[config.mk]
export PLATFORM = sky130hd
export DESIGN_NAME = dual_sar_bit_sequencer
export DESIGN_NICKNAME = d
export VERILOG_FILES = /design/src/design/sar_seq_pkg.sv /design/src/design/dual_sar_bit_sequencer.sv /design/src/design/pair_buffer.sv
export SDC_FILE = /design/constraint.sdc
export NUM_CORES = 1
export LEC_CHECK = 0
export ABC_CLOCK_PERIOD_IN_PS = 2300
export BUFFER_PORTS_ARGS = -buffer_cell sky130_fd_sc_hd__buf_2
export CORE_ASPECT_RATIO = 0.75
export CORE_MARGIN = 4
export CORE_UTILIZATION = 40
export CTS_CLUSTER_SIZE = 40
export DETAILED_ROUTE_END_ITERATION = 6
export PLACE_DENSITY = 0.72
export SYNTH_ARGS = -nofsm -noshare
export SYNTH_HDL_FRONTEND = slang
export SYNTH_SLANG_ARGS = --single-unit
[constraint.sdc]
create_clock -name clk -period 2.3 [get_ports clk]
set_clock_uncertainty 0.05 [all_clocks]
set_input_delay 0.345 -clock clk [delete_from_list [all_inputs] [get_ports clk]]
set_output_delay 0.345 -clock clk [all_outputs]
set_load 0.005 [all_outputs]
[src/design/sar_seq_pkg.sv]
/*
 Shared constants and carrier types for the dual successive approximation bit sequencer.
 Assumes a single 40 MHz system clock; the bit clock and trigger arrive as asynchronous pins.
*/
// What the document requires
// Trigger rise ends autozero, both channels hold.
// Controller derives trigger and clock from 256fs.
// At 4x oversampling, 64 bit clocks per period.
// One-hot stage steps bit 1 to 18.
// Keep bit if DAC not above input.
// One sequencer drives both channels' latches.
// Active stage turns trial bit on.
// Next rising bit clock stores comparator decision.
// Decision applied to DAC on stage fall.
// Everything synchronous to external bit clock; here all logic runs on clk and steps on the synchronised bit clock rise.
// One serial output per channel.
// Serial bit one bit clock after latch.
// Trim switch follows DAC switch decision.
// Two's complement codes, major carry at mid-scale.
// After conversion, return to tracking with autozero.
// Result codes 1FFFF, 00000, 3FFFF, 20000 map.
// Trigger low 50 ns before 19th clock.
// Receiver captures serial data on rising clock.
// Serial output most significant bit first.
// Idle with no stage until next trigger.
package sar_seq_pkg;
    localparam int RES_BITS = 18;
    localparam int STAGES = 19;
    localparam int CLOCKS_PER_PERIOD = 64;
    localparam int BASE_RATE_HZ = 48000;
    localparam int MASTER_RATIO = 256;
    localparam int TRIG_LOW_SETUP_NS = 50;
    localparam int SYS_CLK_HZ = 40000000;
    localparam int SYS_CLK_PERIOD_NS = 25;
    // Setup before the 19th clock, in system cycles, rounded up.
    localparam int TRIG_LOW_SETUP_CYC = (TRIG_LOW_SETUP_NS + SYS_CLK_PERIOD_NS - 1) / SYS_CLK_PERIOD_NS;
    localparam logic [17:0] CODE_POS_FULL = 18'h1FFFF;
    localparam logic [17:0] CODE_ZERO = 18'h00000;
    localparam logic [17:0] CODE_ZERO_MINUS = 18'h3FFFF;
    localparam logic [17:0] CODE_NEG_FULL = 18'h20000;
    localparam logic [18:0] STAGE_IDLE = 19'h00000;
    localparam logic [18:0] STAGE_FIRST = 19'h00001;
    localparam logic [17:0] BITS_CLEAR = 18'h00000;
    localparam int BUF_DEPTH = 2;

    typedef enum logic [1:0] {
        SEQ_TRACK = 2'b00,
        SEQ_CONVERT = 2'b01
    } seq_state_e;

    // One serial bit pair, left and right channel, plus a last-bit marker.
    typedef struct packed {
        logic left;
        logic right;
        logic last;
    } serial_pair_s;

    typedef logic [17:0] code_t;
endpackage : sar_seq_pkg

[src/design/dual_sar_bit_sequencer.sv]
/*
 Digital sequencer of a dual 18-bit successive approximation converter: sample/hold and
 autozero control, the shared one-hot stage register, per-channel result latches, DAC and
 trim switch drive, and the two serial outputs.
 Assumes the trigger, bit clock and comparator outputs are asynchronous pins; all of them
 pass two flip-flops on clk before use. The bit clock must be well below clk / 4.
 The serial outputs trail each decision by one bit clock; a receiver that stalls for more
 than three bit periods loses words, since only the two buffer entries and the pending pair absorb a stall.
*/
`timescale 1ns/100ps
`default_nettype none
module dual_sar_bit_sequencer
    import sar_seq_pkg::*;
(
    input wire logic clk,
    input wire logic sys_rst,
    input wire logic convertTrigger,
    input wire logic bit_clock_in,
    input wire logic compLeft,
    input wire logic compRight,
    input wire logic serialReady,
    output logic serialValid,
    output logic serialLeft,
    output logic serialRight,
    output logic serialLast,
    output logic holdMode,
    output logic autozero_switch,
    output logic [17:0] trialStrobe,
    output logic [17:0] capacitive_bit_dac_left,
    output logic [17:0] capacitive_bit_dac_right,
    output logic [17:0] trim_correction_dac_left,
    output logic [17:0] trim_correction_dac_right,
    output logic [17:0] codeLeft,
    output logic [17:0] codeRight,
    output logic codeValid
);
    // Synchroniser stages; the first stage of each is read only by the second.
    logic trigMeta;
    logic trigSync;
    logic trigPrev;
    logic clkMeta;
    logic clkSync;
    logic clkPrev;
    logic cmpLMeta;
    logic cmpLSync;
    logic cmpRMeta;
    logic cmpRSync;
    logic trigRise;
    logic bitRise;

    seq_state_e state;
    logic [18:0] stage;
    logic [17:0] latchLeft;
    logic [17:0] latchRight;
    logic [17:0] dacLeft;
    logic [17:0] dacRight;
    logic pendValid;
    serial_pair_s pendPair;
    logic bufInReady;
    logic bufOutValid;
    serial_pair_s bufOutData;
    logic [4:0] decidedIdx;
    logic heldValid;
    serial_pair_s heldPair;
    code_t next_codeLeft;
    code_t next_codeRight;

    // Index of the one-hot active stage among bits 1..18, counted from the MSB.
    function automatic logic [4:0] stage_index(input logic [18:0] s);
        logic [4:0] idx;
        idx = 5'h00;
        for (int i = 0; i < RES_BITS; i++) begin
            if (s[i]) begin
                idx = 5'(i);
            end
        end
        return idx;
    endfunction : stage_index

    // Reverses a latch vector, whose index 0 holds bit 1, into a code word with the MSB
    // in bit 17; both channels' results pass through it.
    function automatic code_t to_code_order(input logic [17:0] bits);
        code_t word;
        word = CODE_ZERO;
        for (int i = 0; i < RES_BITS; i++) begin
            word[RES_BITS - 1 - i] = bits[i];
        end
        return word;
    endfunction : to_code_order

    // Two-flop synchronisers for the trigger, bit clock and both comparator pins, then a history flop on trigger and bit clock for edge detection.
    always_ff @(posedge clk) begin
        if (sys_rst) begin
            trigMeta <= 1'b0;
            trigSync <= 1'b0;
            trigPrev <= 1'b0;
            clkMeta <= 1'b0;
            clkSync <= 1'b0;
            clkPrev <= 1'b0;
            cmpLMeta <= 1'b0;
            cmpLSync <= 1'b0;
            cmpRMeta <= 1'b0;
            cmpRSync <= 1'b0;
        end else begin
            trigMeta <= convertTrigger;
            trigSync <= trigMeta;
            trigPrev <= trigSync;
            clkMeta <= bit_clock_in;
            clkSync <= clkMeta;
            clkPrev <= clkSync;
            cmpLMeta <= compLeft;
            cmpLSync <= cmpLMeta;
            cmpRMeta <= compRight;
            cmpRSync <= cmpRMeta;
        end
    end

    // Edge pulses; a trigger rise starts a conversion and each bit clock rise steps it on.
    assign trigRise = trigSync && !trigPrev;
    assign bitRise = clkSync && !clkPrev;
    assign decidedIdx = stage_index(stage);

    // Track/hold state: a trigger rise enters hold for both channels at once.
    always_ff @(posedge clk) begin
        if (sys_rst) begin
            state <= SEQ_TRACK;
            holdMode <= 1'b0;
            autozero_switch <= 1'b1;
        end else begin
            case (state)
                SEQ_TRACK: begin
                    if (trigRise) begin
                        state <= SEQ_CONVERT;
                        holdMode <= 1'b1;
                        autozero_switch <= 1'b0;
                    end
                end
                SEQ_CONVERT: begin
                    // The 18th rise after the trigger decides bit 18 and ends the conversion.
                    if (bitRise && stage[RES_BITS - 1]) begin
                        state <= SEQ_TRACK;
                        holdMode <= 1'b0;
                        autozero_switch <= 1'b1;
                    end
                end
                default: begin
                    state <= SEQ_TRACK;
                    holdMode <= 1'b0;
                    autozero_switch <= 1'b1;
                end
            endcase
        end
    end

    // Shared one-hot stage register: bit 1 is stage[0], bit 18 is stage[17].
    always_ff @(posedge clk) begin
        if (sys_rst) begin
            stage <= STAGE_IDLE;
        end else if (state == SEQ_TRACK && trigRise) begin
            stage <= STAGE_FIRST;
        end else if (state == SEQ_CONVERT && bitRise) begin
            // Shift on; after bit 18 the lone one reaches stage[18], then idles out.
            stage <= {stage[17:0], 1'b0};
        end else if (state == SEQ_TRACK) begin
            stage <= STAGE_IDLE;
        end
    end

    // The trial strobe is the active stage itself, shared by both channels.
    always_ff @(posedge clk) begin
        if (sys_rst) begin
            trialStrobe <= BITS_CLEAR;
        end else begin
            trialStrobe <= stage[17:0];
        end
    end

    // Result latches: a rising bit clock strobes both comparators into the active bit.
    // A low comparator means the trial value did not exceed the held input: keep.
    always_ff @(posedge clk) begin
        if (sys_rst) begin
            latchLeft <= BITS_CLEAR;
            latchRight <= BITS_CLEAR;
        end else if (state == SEQ_TRACK && trigRise) begin
            latchLeft <= BITS_CLEAR;
            latchRight <= BITS_CLEAR;
        end else if (state == SEQ_CONVERT && bitRise && stage[17:0] != BITS_CLEAR) begin
            latchLeft[decidedIdx] <= !cmpLSync;
            latchRight[decidedIdx] <= !cmpRSync;
        end
    end

    // DAC switches: the active bit is forced on during its test; once the stage
    // falls the stored decision takes over, so a decided bit never glitches back.
    always_ff @(posedge clk) begin
        if (sys_rst) begin
            dacLeft <= BITS_CLEAR;
            dacRight <= BITS_CLEAR;
        end else if (state == SEQ_CONVERT) begin
            dacLeft <= latchLeft | stage[17:0];
            dacRight <= latchRight | stage[17:0];
        end else begin
            dacLeft <= latchLeft;
            dacRight <= latchRight;
        end
    end

    // Trim switches are driven from the same register so they move with the DAC.
    assign capacitive_bit_dac_left = dacLeft;
    assign capacitive_bit_dac_right = dacRight;
    assign trim_correction_dac_left = dacLeft;
    assign trim_correction_dac_right = dacRight;

    // Final codes: bit 18 is still on the comparator at the closing edge, so it joins the
    // stored bits here; latch bit 0 (bit 1, the MSB) lands in code bit 17.
    // A kept MSB trial means the input sat at or above mid-scale, a positive two's
    // complement code, so the sign is the inverted MSB decision.
    always_comb begin
        next_codeLeft = to_code_order({!cmpLSync, latchLeft[16:0]}) ^ CODE_NEG_FULL;
        next_codeRight = to_code_order({!cmpRSync, latchRight[16:0]}) ^ CODE_NEG_FULL;
    end

    // Parallel result register, loaded once per conversion at the bit 18 decision.
    always_ff @(posedge clk) begin
        if (sys_rst) begin
            codeLeft <= CODE_ZERO;
            codeRight <= CODE_ZERO;
            codeValid <= 1'b0;
        end else begin
            codeValid <= 1'b0;
            if (state == SEQ_CONVERT && bitRise && stage[RES_BITS - 1]) begin
                codeLeft <= next_codeLeft;
                codeRight <= next_codeRight;
                codeValid <= 1'b1;
            end
        end
    end

    // Decision stage: each bit pair is captured at the rise that decides it and waits
    // here for the following rise, so the serial bit trails its decision by one bit clock.
    always_ff @(posedge clk) begin
        if (sys_rst) begin
            heldValid <= 1'b0;
            heldPair <= '0;
        end else if (bitRise) begin
            heldValid <= (state == SEQ_CONVERT) && (stage[17:0] != BITS_CLEAR);
            // MSB first; the MSB goes out inverted so the stream is two's complement.
            heldPair.left <= stage[0] ? cmpLSync : !cmpLSync;
            heldPair.right <= stage[0] ? cmpRSync : !cmpRSync;
            heldPair.last <= stage[RES_BITS - 1];
        end
    end

    // Release stage: the next bit clock rise, tracking or not, hands the waiting pair on.
    // A pair the buffer refuses is held until taken or overwritten by the next rise.
    always_ff @(posedge clk) begin
        if (sys_rst) begin
            pendValid <= 1'b0;
            pendPair <= '0;
        end else if (bitRise) begin
            pendValid <= heldValid;
            pendPair <= heldPair;
        end else if (bufInReady) begin
            pendValid <= 1'b0;
        end
    end

    // A stall beyond the buffer's two words loses pairs: the pending one is overwritten at the next rise.
    pair_buffer outBuffer (
        .clk(clk),
        .sys_rst(sys_rst),
        .inValid(pendValid),
        .inReady(bufInReady),
        .inData(pendPair),
        .outValid(bufOutValid),
        .outReady(serialReady),
        .outData(bufOutData)
    );

    // Registered serial outputs, one per channel, presented as they leave the buffer.
    always_ff @(posedge clk) begin
        if (sys_rst) begin
            serialValid <= 1'b0;
            serialLeft <= 1'b0;
            serialRight <= 1'b0;
            serialLast <= 1'b0;
        end else begin
            serialValid <= bufOutValid && serialReady;
            if (bufOutValid && serialReady) begin
                serialLeft <= bufOutData.left;
                serialRight <= bufOutData.right;
                serialLast <= bufOutData.last;
            end
        end
    end
endmodule : dual_sar_bit_sequencer
`default_nettype wire

[src/design/pair_buffer.sv]
/*
 Two-entry valid/ready buffer for serial bit pairs.
 Assumes both sides sit on the same clock as the sequencer.
*/
`timescale 1ns/100ps
`default_nettype none
module pair_buffer
    import sar_seq_pkg::*;
(
    input wire logic clk,
    input wire logic sys_rst,
    input wire logic inValid,
    output logic inReady,
    input wire serial_pair_s inData,
    output logic outValid,
    input wire logic outReady,
    output var serial_pair_s outData
);
    serial_pair_s store [BUF_DEPTH];
    logic wrPtr;
    logic rdPtr;
    logic [1:0] count;
    logic doWrite;
    logic doRead;

    // Ready is honest: it drops only when both entries hold a word.
    assign inReady = (count != 2'h2);
    assign outValid = (count != 2'h0);
    assign outData = store[rdPtr];
    assign doWrite = inValid && inReady;
    assign doRead = outValid && outReady;

    // Pointer and occupancy bookkeeping.
    always_ff @(posedge clk) begin
        if (sys_rst) begin
            wrPtr <= 1'b0;
            rdPtr <= 1'b0;
            count <= 2'h0;
        end else begin
            if (doWrite) begin
                wrPtr <= ~wrPtr;
            end
            if (doRead) begin
                rdPtr <= ~rdPtr;
            end
            if (doWrite && !doRead) begin
                count <= count + 2'h1;
            end else if (doRead && !doWrite) begin
                count <= count - 2'h1;
            end
        end
    end

    // Storage writes; the entries need no reset since valid guards them.
    always_ff @(posedge clk) begin
        if (doWrite) begin
            store[wrPtr] <= inData;
        end
    end
endmodule : pair_buffer
`default_nettype wire

== Word level (Yosys, flattened, before mapping) ==
Memory sizes are Yosys's and may differ from the RTL's. A register that Yosys moved wholly into a read port is not among the register bits.
Cells that the tools add are included.
Cells by class
  add/subtract/negate cells: 2
  reduce and logical (&&, ||, !) cells: 28
  $lt $le $gt $ge: 2
  bitwise operators: 6
  multiplexer cells: 44
  equal/unequal tests: 4
Operator list (number)
  $mux 5: 15
  $mux 18: 4
  $bwmux 18: 2
  $or 18x18->18: 2
  $reduce_bool 18->1: 1
  $mux 1: 14
  $logic_and 1x1->1: 13
  $mux 2: 5
  $reduce_bool 2->1: 4
  $logic_not 1->1: 6
  $lt 5x6->1 const B: 1
  $ne 2x2->1 const B: 3
  $demux 1 s5: 1
  $ge 5x1->1 const B: 1
  $not 1->1: 4
  $pmux 1 s2: 2
  $pmux 2 s2: 1
  $reduce_bool 3->1: 1
  $add 2x1->2 const B: 1
  $eq 2x1->1 const B: 1
  $logic_not 2->1: 1
  $reduce_and 2->1: 1
  $reduce_or 2->1: 1
  $sub 2x1->2 const B: 1
Storage, ports and cells
  memory bits (writable): 6
  memories kept: 1
  output and inout port bits: 133
  bits in registers: 172
  word-level logic and storage cells: 122
Memories
  outBuffer.store: words 2, width 3, rd ports 1, clocked after Yosys merged registers in 1, wr ports 1, RTL line pair_buffer.sv:19  | serial_pair_s store [BUF_DEPTH];

== Longest topological paths before layout ==
  word-level depth: 22
  depth in mapped cells: 7
  depth with buffers taken out: 7

== Cells and area by module ==
From an unflattened synthesis, not the netlist that was laid out.
Unflattened totals
  cell total of the unflattened synthesis: 750
  area, all modules: 6701.4 um^2
By module, submodules not included
  dual_sar_bit_sequencer: seq. area each 3383.2 um^2, cells each 717, instances 1, area each 6257.3 um^2
  pair_buffer: seq. area each 280.3 um^2, cells each 33, instances 1, area each 444.2 um^2

== Least setup slack after synthesis ==
OpenSTA, ideal clock, no wires.
  kind: register to register
  start: register stage[12]
  end: register latchLeft[0]
  arrival: 1.934 ns
  data required time: 2.178 ns
  stages on the path, launching flop included: 7
  path slack: 0.244 ns
  path buffers: 1
  cells stage by stage: dfxtp_1 > buf_6 > or4_4 > or2_4 > nor4_4 > and3_1 > mux2i_1
Between the ends
  word-level cells in the longest chain between the ends: 11
  elaborated cells on any way between the ends: 14
  those cells by class: order compare (2); mux (9); reduce/logical (3)
Ends and longest elaborated chain
  start: declaration: RTL line dual_sar_bit_sequencer.sv:52  | logic [18:0] stage;
  start signal: assignment: RTL line dual_sar_bit_sequencer.sv:163  | stage <= {stage[17:0], 1'b0};
  $mux 5 (6 in a row): RTL line dual_sar_bit_sequencer.sv:73  | if (s[i]) begin
  $lt 5x6->1 (implied by the code) / $ge 5x1->1 (equally long branches): RTL line dual_sar_bit_sequencer.sv:188  | latchLeft[decidedIdx] <= !cmpLSync;
  $logic_and 1x1->1 (implied by the code): RTL line dual_sar_bit_sequencer.sv:188
  $mux 1 (implied by the code): RTL line dual_sar_bit_sequencer.sv:188
  $demux 1 s5: RTL line dual_sar_bit_sequencer.sv:188
  $bwmux 18: RTL line dual_sar_bit_sequencer.sv:188
  end signal: indexed assignment: RTL line dual_sar_bit_sequencer.sv:188
  end: declaration: RTL line dual_sar_bit_sequencer.sv:53  | logic [17:0] latchLeft;
Several ways; a longest one is shown, not always the timed one.
A chain may end at the register's enable or synchronous reset.

== Worst setup path in the final report ==
Ends and elaborated chain as after synthesis.

==> run_results.csv <==
group,metric,value,unit
grt,antenna_found_initial,0,
sta,period_needed,2160,ps
worst_setup_path,slowest_stage,"or4_4",
sta,max_slew.worst_pin.slew,595,ps
place,dpl-instance-area,7320,sq um
worst_setup_path,ff2ff_path_depth,5,
sta,slew_viol_final,0,
routing,routed_wl,16000,um
outcome,status,"completed",
worst_hold_path,holdPathStages,2,
clock_network,numCtsBuffers,17,
layout,nFillCells,1534,
worst_setup_path,crit_type,"reg -> reg",
layout,syn_to_final_growth,19.4,%
routing,ant_nets,0,
synthesis,synth.yosys.seq_area_share,0.551,
worst_setup_path,worstPathMaxFanout,8,
worst_setup_path,endpoint_kind,"register",
floorplanning,fp.dieH,119,um
synthesis,ys.flop_type,"dfxtp_1",
clock_network,cts_tree,"done",
clock_network,cts-hold-fix-buffers,0,
synthesis,ys_types,44,
sta,timing.setup.tns,0,ps
layout,drive_gt1_frac,0.258,
clock_network,ctsResizeCount,0,
pwr,leakage,3.51,nW
sta,maxSlewHeadroom,0.600,
floorplanning,start_util,0.411,
clock_network,clkLatencyLatePin,420,ps
layout,n_antenna_cell,0,
layout,layout.nets,802,
routing,viasPerCell,5.04,
synthesis,ys_ff_latch,179,
routing,firstDrtPassIters,4,
floorplanning,dieArea,18700,sq um
routing,drc,0,
sta,finalSetupViolCount,0,
worst_setup_path,start_kind,"register",
sta,rsz0062_at_grt,"false",
synthesis,postSynthAreaPerCell,9.47,sq um
floorplanning,core,16100,sq um
sta,hold_viol_final,0,
place,port_buffers,139,
synthesis,synthesis.area,6620,sq um
clock_network,root_buffer,"clkbuf_16",
synthesis,syn_inst,699,
worst_hold_path,min_path_type,"in -> reg",
pwr,ir_drop,0.000482,V
sta,period_share,0.937,
worst_setup_path,slowest_delay,570,ps
clock_network,htreeDepth,4,
floorplanning,die_w,157,um
synthesis,synth_top_area_frac,0.523,
sta,fmax,464,MHz
worst_setup_path,worstPathRequired,2610,ps
run,maxCapViolations,0,
floorplanning,rows,40,
synthesis,synth-async-reset-ratio,0,
worst_setup_path,crit_chain,"or4_4 -> or2_4 -> nor4_4 -> and3_1 -> mux2i_1",
synthesis,synth_fp_nets,707,
grt,overflow,0,
place,gp_congestion,0.834,
routing,wl_per_cell,15.7,um
clock_network,clk_pin_slew,70,ps
grt,grt_pass1_vias,4792,
synthesis,synth_edf_count,6,
place,dp_hpwl,11200,um
layout,design_area,7900,sq um
routing,routed-via-count,5124,
synthesis,yosysWarnings,0,
synthesis,synth_area_leaders,"dfxtp_1 (52%), nor2b_1 (5.6%), a21oi_1 (5.1%), mux2i_1 (5.0%), nand2_1 (4.7%)",
grt,grt_use_total,0.174,
clock_network,cts_buffer_depth,2,
synthesis,yosysTopAreaCell,"dfxtp_1",
grt,grt_max_degree,77,
pwr,pwr_density_cell,783,nW/um^2
clock_network,cts.sink_count,179,
clock_network,cts_setup_buffers,0,
floorplanning,ioPinCount,140,
grt,grt_pass1_wl,25700,um
routing,drt-initial-drc-count,419,
worst_setup_path,cp.arrival,2460,ps
[Yosys cell counts, drive strengths merged, types with 5 or more instances]
library cell and n:
nand4 7, o21ai 5, nor2b 59, a21oi 68, edfxtp 6, nand2 82, a211oi 7, o22a 32
nand2b 5, dfxtp 173, mux2i 33, buf 48, nor2 70, inv 8, nor3b 5, clkbuf 42
[cells in the final DEF, fill, tap and decap left out, types with 3 or more instances in the layout]
cell type,n
buf_4,27
clkbuf_16,17
nand2_1,82
nor2b_1,58
or3_1,3
a211oi_1,7
nand3_1,4
o22a_1,32
dfxtp_1,173
xor2_1,3
nand4_1,7
nor3b_1,4
xnor2_1,3
clkbuf_8,3
o211ai_1,4
inv_6,5
nor2_2,3
edfxtp_1,6
inv_1,8
a21oi_1,68
nor4_1,3
nor2_1,67
nand2b_1,5
buf_2,138
o21ai_0,5
nor3_1,4
mux2i_1,33
and3_1,4
[layout make-up]
class	instances	area [sq um]	area share
Clock buffer	21	470	0.0596
Clock inverter	11	113	0.0143
Inverter	8	30.0	0.00380
Multi-Input combinational cell	422	2470	0.312
Sequential cell	179	3640	0.461
Tap cell	210	263	0.0333
Timing Repair Buffer	166	913	0.116
[power by group]
part / leakage (nW) / internal, W / switching (W)
registers: 1.45 / 0.00314 / 0.0000204
clock network: 0.282 / 0.00160 / 0.00124
logic: 1.78 / 0.0000628 / 0.000121
total: 3.51 / 0.00480 / 0.00138
[through the flow]
step	instances	hold slack [ps]	utilization	total power, W	setup WS [ps]
after global routing	1017	83.5	0.490	0.00641	15.1
after CTS	1017	70.5	0.490	0.00623	169
after global placement	985	371	0.454	0.00342	220
after detailed placement	985	378	0.454	0.00342	189
final	1017	81.5	0.490	0.00618	145
after floorplan	699	364	-	0.00336	244
[worst max-delay path, delay by kind of cell, from the launching register on]
kind | cells | cell delay, ps
AND/OR/NAND/NOR | 4 | 1470
flip-flops | 1 | 380
multiplexers | 1 | 190
[kinds of logic (layout without fill, tap and decap cells)]
logic type	Yosys count	in the layout	share of synthesized area
AND/OR/NAND/NOR	252	252	0.185
flip-flops	179	179	0.551
AO/OA/AOI/OAI	130	130	0.127
buffers and inverters	98	206	0.0775
multiplexers	33	33	0.0499
XOR/XNOR	6	6	0.00794
adder cells (fa/ha/maj)	1	1	0.00189
[registers in the layout, indices dropped and copies added, names as in the netlist, 2 cells and up]
register and cells:
capacitive_bit_dac_left 18, capacitive_bit_dac_right 18, codeLeft 18, codeRight 18, heldPair 3, latchLeft 18
latchRight 18, outBuffer.count 2, outBuffer.store 6, pendPair 3, stage 18, trialStrobe 18
[layer usage]
metal / routed length (um) / track usage / share of wire
met5: 0 / 0 / 0
met1: 7930 / 0.263 / 0.50
met3: 1270 / 0.0487 / 0.079
met4: 116 / 0.0466 / 0.0072
met2: 6690 / 0.240 / 0.42
[final timing paths]
path / endpoint / slack (ps) / start
worst max-delay path: latchLeft[0] / 140 / stage[12]
worst min-delay path: trigMeta / 80 / convertTrigger
worst max register to register: latchLeft[0] / 140 / stage[12]
worst min register to register: cmpRSync / 390 / cmpRMeta
(Power assumes the default switching activity.)
